$ cat src/hw/usb_fdc_regs.vh
// register offsets, fields, reset values and timing for device control
`ifndef USB_FDC_REGS_VH
`define USB_FDC_REGS_VH
`define ADDR_OFS 12'h000
`define POWER_OFS 12'h004
`define INTEN_OFS 12'h008
`define INTFLG_OFS 12'h00C
`define EPSEL_OFS 12'h010
`define EPCSR_OFS 12'h014
`define PWR_ISO 7
`define PWR_INH 4
`define PWR_RST 3
`define PWR_RES 2
`define PWR_SUS 1
`define PWR_SUSDET 0
`define ADDR_RST 8'h00
`define INTEN_RST 8'h00
`define INTEN_BUSRST 8'hFE
`define INT_SUS 0
`define INT_RES 1
`define INT_RST 2
`define RST_PULSE_CYC 4'h4
`endif

$ cat src/hw/usb_fdc_sreset.v
// stretched software reset generator for the usb function logic
`timescale 1ns/1ps
`default_nettype none
`include "usb_fdc_regs.vh"
module usb_fdc_sreset
(
   input wire I_MCLK,
   input wire I_RST,
   input wire i_req,
   output reg o_rst
);
reg [3:0] cnt_q;
// reset held for a few cycles so the apb answer completes cleanly first
always @(posedge I_MCLK or posedge I_RST)
begin
   if (I_RST)
   begin
      cnt_q <= 4'h0;
      o_rst <= 1'b0;
   end
   else
   begin
      if (i_req)
         cnt_q <= `RST_PULSE_CYC;
      else if (cnt_q != 4'h0)
         cnt_q <= cnt_q - 4'h1;
      o_rst <= (cnt_q != 4'h0);
   end
end
endmodule
`default_nettype wire

$ cat src/hw/usb_fdc.v
// usb function device-level control: address, bus reset, suspend, enable
//
// Decided for this implementation: register access over APB and the placing of the registers.
`timescale 1ns/1ps
`default_nettype none
`include "usb_fdc_regs.vh"
module usb_fdc
(
   input wire I_MCLK,
   input wire I_RST,
   input wire i_psel,
   input wire i_penable,
   input wire i_pwrite,
   input wire [11:0] i_paddr,
   input wire [31:0] i_pwdata,
   output reg [31:0] o_prdata,
   output reg o_pready,
   output reg o_pslverr,
   input wire i_bus_reset,
   input wire i_bus_suspend,
   input wire i_bus_resume,
   input wire i_xfer_done,
   input wire i_sof,
   input wire i_iso_loaded,
   input wire i_iso_in_token,
   output reg [6:0] o_active_addr,
   output reg o_fifo_flush,
   output reg o_usb_enable,
   output reg o_suspended,
   output reg o_osc_wake,
   output reg o_resume_drive,
   output reg o_iso_send,
   output reg o_iso_zlp,
   output reg [7:0] o_int_flags
);
////////////////////////////////////////////////////////////////////////
wire usb_rst;
reg sw_rst_req;
wire rst_all = I_RST | usb_rst;
reg [2:0] brst_s, susp_s, res_s;
wire brst = brst_s[2];
wire brst_rise = brst_s[1] & ~brst_s[2];
wire susp_rise = susp_s[1] & ~susp_s[2];
wire res_rise = res_s[1] & ~res_s[2];
reg [6:0] addr_q;
reg pend_q;
reg iso_q, inh_q, res_q, sus_q, sus_det_q;
reg [7:0] inten_q, flag_q, epsel_q, epcsr_q;
reg iso_wait_q;
reg [31:0] rd_d;
reg err_d;
wire wr_acc = i_psel & i_penable & i_pwrite & ~o_pready;
wire rd_acc = i_psel & i_penable & ~i_pwrite & ~o_pready;
wire hit_addr = (i_paddr == `ADDR_OFS);
wire hit_power = (i_paddr == `POWER_OFS);
wire hit_inten = (i_paddr == `INTEN_OFS);
wire hit_flag = (i_paddr == `INTFLG_OFS);
wire hit_epsel = (i_paddr == `EPSEL_OFS);
wire hit_epcsr = (i_paddr == `EPCSR_OFS);
wire sus_exit = res_rise | res_q | brst_rise;
////////////////////////////////////////////////////////////////////////
usb_fdc_sreset u_sreset
(
   .I_MCLK(I_MCLK),
   .I_RST(I_RST),
   .i_req(sw_rst_req),
   .o_rst(usb_rst)
);
////////////////////////////////////////////////////////////////////////
// pins come from the bus transceiver, so they are synchronised first
always @(posedge I_MCLK or posedge I_RST)
begin
   if (I_RST)
   begin
      brst_s <= 3'h0;
      susp_s <= 3'h0;
      res_s <= 3'h0;
   end
   else
   begin
      brst_s <= {brst_s[1:0], i_bus_reset};
      susp_s <= {susp_s[1:0], i_bus_suspend};
      res_s <= {res_s[1:0], i_bus_resume};
   end
end
////////////////////////////////////////////////////////////////////////
// software reset request lives outside the reset it raises
always @(posedge I_MCLK or posedge I_RST)
begin
   if (I_RST)
      sw_rst_req <= 1'b0;
   else
      sw_rst_req <= wr_acc & hit_power & i_pwdata[`PWR_RST];
end
////////////////////////////////////////////////////////////////////////
always @(posedge I_MCLK or posedge rst_all)
begin
   if (rst_all)
   begin
      addr_q <= 7'h00;
      pend_q <= 1'b0;
      o_active_addr <= 7'h00;
      iso_q <= 1'b0;
      inh_q <= 1'b1;
      res_q <= 1'b0;
      sus_q <= 1'b0;
      sus_det_q <= 1'b0;
      inten_q <= `INTEN_RST;
      flag_q <= 8'h00;
      epsel_q <= 8'h00;
      epcsr_q <= 8'h00;
      o_fifo_flush <= 1'b0;
   end
   else
   begin
      o_fifo_flush <= brst_rise;
      if (brst_rise)
      begin
         addr_q <= 7'h00;
         pend_q <= 1'b0;
         o_active_addr <= 7'h00;
         epsel_q <= 8'h00;
         epcsr_q <= 8'h00;
         inten_q <= `INTEN_BUSRST;
         flag_q <= `INTEN_BUSRST & (8'h01 << `INT_RST);
      end
      else
      begin
         if (wr_acc & hit_addr)
         begin
            addr_q <= i_pwdata[6:0];
            pend_q <= 1'b1;
         end
         else if (pend_q & i_xfer_done)
         begin
            o_active_addr <= addr_q;
            pend_q <= 1'b0;
         end
         if (wr_acc & hit_inten)
            inten_q <= i_pwdata[7:0];
         if (wr_acc & hit_epsel)
            epsel_q <= i_pwdata[7:0];
         if (wr_acc & hit_epcsr)
            epcsr_q <= i_pwdata[7:0];
         // set wins over a write-one clear in the same cycle
         flag_q <= (flag_q & ~((wr_acc & hit_flag) ? i_pwdata[7:0] : 8'h00))
            | ({7'h00, susp_rise & sus_det_q & inten_q[`INT_SUS]}
            | {6'h00, res_rise & inten_q[`INT_RES], 1'b0});
      end
      if (wr_acc & hit_power)
      begin
         iso_q <= i_pwdata[`PWR_ISO];
         res_q <= i_pwdata[`PWR_RES];
         sus_det_q <= i_pwdata[`PWR_SUSDET];
         if (~i_pwdata[`PWR_INH])
            inh_q <= 1'b0;
      end
      if (sus_exit)
         sus_q <= 1'b0;
      else if (susp_rise & sus_det_q)
         sus_q <= 1'b1;
   end
end
////////////////////////////////////////////////////////////////////////
// iso hold is one global bit, so every iso endpoint shares this state
always @(posedge I_MCLK or posedge rst_all)
begin
   if (rst_all)
   begin
      iso_wait_q <= 1'b0;
      o_iso_send <= 1'b0;
      o_iso_zlp <= 1'b0;
   end
   else
   begin
      if (i_sof)
         iso_wait_q <= 1'b0;
      else if (i_iso_loaded & iso_q)
         iso_wait_q <= 1'b1;
      o_iso_send <= i_iso_in_token & ~iso_wait_q;
      o_iso_zlp <= i_iso_in_token & iso_wait_q;
   end
end
////////////////////////////////////////////////////////////////////////
always @*
begin
   rd_d = 32'h00000000;
   err_d = 1'b0;
   if (hit_addr)
      rd_d[7:0] = {pend_q, addr_q};
   else if (hit_power)
      rd_d[7:0] = {iso_q, 2'b00, inh_q, brst, res_q, sus_q, sus_det_q};
   else if (hit_inten)
      rd_d[7:0] = inten_q;
   else if (hit_flag)
      rd_d[7:0] = flag_q;
   else if (hit_epsel)
      rd_d[7:0] = epsel_q;
   else if (hit_epcsr)
      rd_d[7:0] = epcsr_q;
   else
      err_d = 1'b1;
end
////////////////////////////////////////////////////////////////////////
always @(posedge I_MCLK or posedge I_RST)
begin
   if (I_RST)
   begin
      o_prdata <= 32'h00000000;
      o_pready <= 1'b0;
      o_pslverr <= 1'b0;
      o_usb_enable <= 1'b0;
      o_suspended <= 1'b0;
      o_osc_wake <= 1'b0;
      o_resume_drive <= 1'b0;
      o_int_flags <= 8'h00;
   end
   else
   begin
      o_pready <= i_psel & i_penable & ~o_pready;
      o_pslverr <= i_psel & i_penable & ~o_pready & err_d;
      o_prdata <= rd_acc ? rd_d : 32'h00000000;
      o_usb_enable <= ~inh_q;
      o_suspended <= sus_q;
      // any fall of suspend, software reset too, so no exit is missed
      o_osc_wake <= o_suspended & ~sus_q;
      o_resume_drive <= res_q;
      o_int_flags <= flag_q;
   end
end
endmodule
`default_nettype wire

$ cat config.mk
export PLATFORM = sky130hd
export DESIGN_NAME = usb_fdc
export DESIGN_NICKNAME = d
export VERILOG_FILES = /design/src/hw/usb_fdc_sreset.v /design/src/hw/usb_fdc.v
export VERILOG_INCLUDE_DIRS = /design/src /design/src/hw
export SDC_FILE = /design/constraint.sdc
export NUM_CORES = 1
export LEC_CHECK = 0
export BUFFER_PORTS_ARGS = -buffer_cell sky130_fd_sc_hd__buf_2
export CORE_MARGIN = 3
export CORE_UTILIZATION = 40
export CTS_CLUSTER_DIAMETER = 60
export DETAILED_ROUTE_END_ITERATION = 10
export GPL_TIMING_DRIVEN = 0
export PLACE_DENSITY = 0.66
export SLEW_MARGIN = 0
export SYNTH_ARGS = -nofsm -noshare
export SYNTH_HDL_FRONTEND = slang
export SYNTH_HIERARCHICAL = 1
export SYNTH_SLANG_ARGS = --single-unit
$ cat constraint.sdc
create_clock -name I_MCLK -period 4.4 [get_ports I_MCLK]
set_clock_uncertainty 0.2 [all_clocks]
set_input_delay 0.88 -clock I_MCLK [delete_from_list [all_inputs] [get_ports I_MCLK]]
set_output_delay 0.88 -clock I_MCLK [all_outputs]
set_load 0.01 [all_outputs]
==> metrics.md <==
| Metric | Value |
|---|---|
| Total track usage | `a little under a fifth` |
| Die H | `roughly 110 microns` |
| Post-Synthesis Cell Area | `~4300 sq um` |
| Placeable Area | `10400 sq um` |
| Remaining Overflow, GRT | `0` |
| 1st-iter DRT viols | `about 300` |
| Placer Congestion | `roughly 0.9` |
| Post-synth EDFFs | `0` |
| DRT Pass-1 Iters | `5` |
| Status | `finished clean` |
| DR vias | `around 3300` |
| Slowest cell on crit path | `nor3_2` |
| Max IR drop VDD | `0.000177 V` |
| Total power | `about 1.8 mW` |
| Rel. slew slack | `roughly 47%` |
| Yosys warning count | `6` |
| RSZ-0062 raised after global routing | `false` |
| Arr. time, crit path | `2.51 ns` |
| HPWL Detailed | `7830 microns` |
| Die Wd | `~110 microns` |
| Post-CTS setup buffer count | `0` |
| Sequential element share of the synthesized area | `a little over half` |
| Final setup viols | `0` |
| Fin crit share | `a little under three fifths` |
| Yosys reg bits | `between 90 and 100` |
| Worst path cell trace | `buf_2, buf_2, nor3_2, nand2_1, and3_1, a211oi_1` |
| Worst-margin pin slew | `0.793 ns` |
| Kind of critical path | `input pin to register` |
| Global-route wire length before repair | `~17000 microns` |
| TritonCTS buffer count | `9` |
| Max-Cap Viols | `0` |
| Ys async rst share | `100%` |
| CTS clk-pin slew, worst paths | `~0.09 ns` |
| Post-layout util | `about half` |
| Syn avg cell area | `10.8 sq um` |
| Startpoint Class | `input pin` |
| Routed WL | `approximately 11000 microns` |
| Cell repeated most along the worst path | `buf_2` |
| Ys flop type | `dfrtp_1` |
| Crit path largest cell delay | `~0.6 ns` |
| Post-synthesis cell count | `395` |
| Worst-path maximum fanout | `10` |
| Fmax | `403 MHz` |
| Unique masters post-synth | `53` |
| Root Driver | `clkbuf_8` |
| Rows | `37` |
| Port bufs | `63` |
| Pwr Density | `~350 nW/um^2` |
| Area delta synth->final | `19.8%` |
| Pins Over Slew Limit | `0` |
| Critical path endpoint category | `register` |
| Routed Antenna Nets | `0` |
| WL/cell | `approximately 17 microns` |
| Via-to-Cell Ratio | `between 5 and 6` |
| Hold Vio Cnt, Final | `0` |
| Worst Path Required | `4.42 ns` |
| Hold Path Class | `register to register` |
| Initial antenna violation count | `0` |
| Largest net degree at the start of global routing | `33` |
| Ports | `between 100 and 150` |
| CTS tree | `built` |
| H-tree levels | `3` |
| CTS max path bufs | `2` |
| Vias in the first global route | `3192` |
| Layout cells sized above 1 | `about a quarter` |
| Drt drc | `0` |
| Crit path time final | `roughly 2.5 ns` |
| Initial core utilization | `approximately two fifths` |
| Hold-fix buffers, CTS | `0` |
| Final net count | `552` |
| CTS resizes | `0` |
| Leakage | `2.58 nW` |
| Clock Sinks | `just over 90` |
| ANT cells | `0` |
| Die outline area | `12000 sq um` |
| Skew-Pair Late Insertion Delay | `approximately 0.36 ns` |
-- layout make-up --
class,instances,area [sq um]
Fill cell,988,5250
Sequential cell,93,2330
Multi-Input combinational cell,270,1730
Timing Repair Buffer,65,363
Buffer,44,270
Tap cell,136,170
Clock buffer,10,128
Clock inverter,6,93.8
Inverter,11,41.3
-- metal layers --
layer  up-vias  global-route usage (%)  wire length, microns
met1      1633                    26.2                  4660
met5         -                       0                     0
met4         0                    4.27                    92
met3         9                    4.05                   879
li1       1548                       -                     -
met2       134                    30.7                  5240
-- sequential cells by signal (all words and copies together) (netlist names), 3 cells and up --
| signal | count |
|---|---|
| inten_q | 8 |
| flag_q | 8 |
| addr_q | 7 |
| o_prdata | 8 |
| brst_s | 3 |
| res_s | 3 |
| o_active_addr | 7 |
| u_sreset/cnt_q | 4 |
| epcsr_q | 8 |
| susp_s | 3 |
| epsel_q | 8 |
| o_int_flags | 8 |
-- worst paths after layout --
path | start | end | slack [ns] | cells past startpoint
setup / recovery | i_paddr[3] | o_prdata[5] | 1.92 | 6
hold / removal | res_s[0] | res_s[1] | 0.15 | 0
setup reg to reg | brst_s[2] | o_active_addr[4] | 2.23 | 6
hold reg to reg | res_s[0] | res_s[1] | 0.15 | 0
max in group asynchronous | I_RST | flag_q[6] | 2.86 | 3
min in group asynchronous | I_RST | u_sreset/cnt_q[1] | 0.23 | 2
-- kinds of logic (layout without fill, tap and decap cells) --
family                   Yosys count  count (layout)  synth area share, %
buffers and inverters             55             136                 7.28
flip-flops                        93              93                 54.4
other                              1              24               0.0877
adder cells (fa/ha/maj)            2               2                0.585
AND/OR/NAND/NOR                  143             143                 19.2
AO/OA/AOI/OAI                     69              69                 10.7
multiplexers                      32              32                 7.72
-- cells in the mapped netlist (6+ instances only) --
cell      count  area [sq um]
a21oi_1      25           125
a22o_1       11          96.3
buf_2         6          30.0
buf_4        26           195
clkbuf_1     11          41.3
dfrtp_1      92          2300
inv_1        11          41.3
mux2i_1      27           270
nand2_1      45           169
nand2b_1      9          56.3
nand3b_1     10          75.1
nand4_1      14          87.6
nor2_1       14          52.6
nor2b_1      11          68.8
nor3_1       13          65.1
o21ai_0      10          50.1
-- cells in the final DEF (no fill, tap or decap), drive strengths merged, types with 2 or more instances in the layout --
master	synthesis	routed
buf	33	98
dfrtp	92	92
nand2	47	47
mux2i	27	27
a21oi	25	25
conb	1	24
clkbuf	11	21
nand4	15	15
nor2	15	15
nor3	15	15
inv	11	12
nor2b	11	11
a22o	11	11
o21ai	11	11
nand3b	10	10
nand2b	9	9
and3	5	5
mux2	5	5
and2	3	3
a311oi	3	3
a221oi	3	3
a211oi	3	3
o2bb2ai	3	3
nor4	3	3
a22oi	2	2
nand3	2	2
a222oi	2	2
bufinv	0	2
ha	2	2
nor4b	2	2
clkinv	0	2
-- where the power goes --
part	internal [mW]	switching, mW	leakage, nW
Sequential	0.884	0.0261	1.22
Clock	0.325	0.308	0.107
Combinational	0.109	0.146	1.25
Total	1.32	0.480	2.58
-- worst max-delay path, delay by kind of cell --
family	cells	cell delay [ns]
simple gates	3	0.95
compound gates	1	0.36
buf+inv	2	0.32
-- per-stage QoR --
step | cells | TNS [ns] | cell area, sq um | hold slack [ns] | setup slack [ns]
2_1_floorplan | 418 | 0 | 4360 | 0.131 | 0.118
5_1_grt | 635 | 0 | 5120 | 0.159 | 1.84
3_3_place_gp | 617 | -78.00 | 4850 | 0.136 | -1.42
4_1_cts | 634 | 0 | 5100 | 0.156 | 1.98
6_report | 635 | 0 | 5120 | 0.154 | 1.92
3_5_place_dp | 618 | 0 | 4880 | 0.137 | 1.60
(Power assumes the default switching activity.)
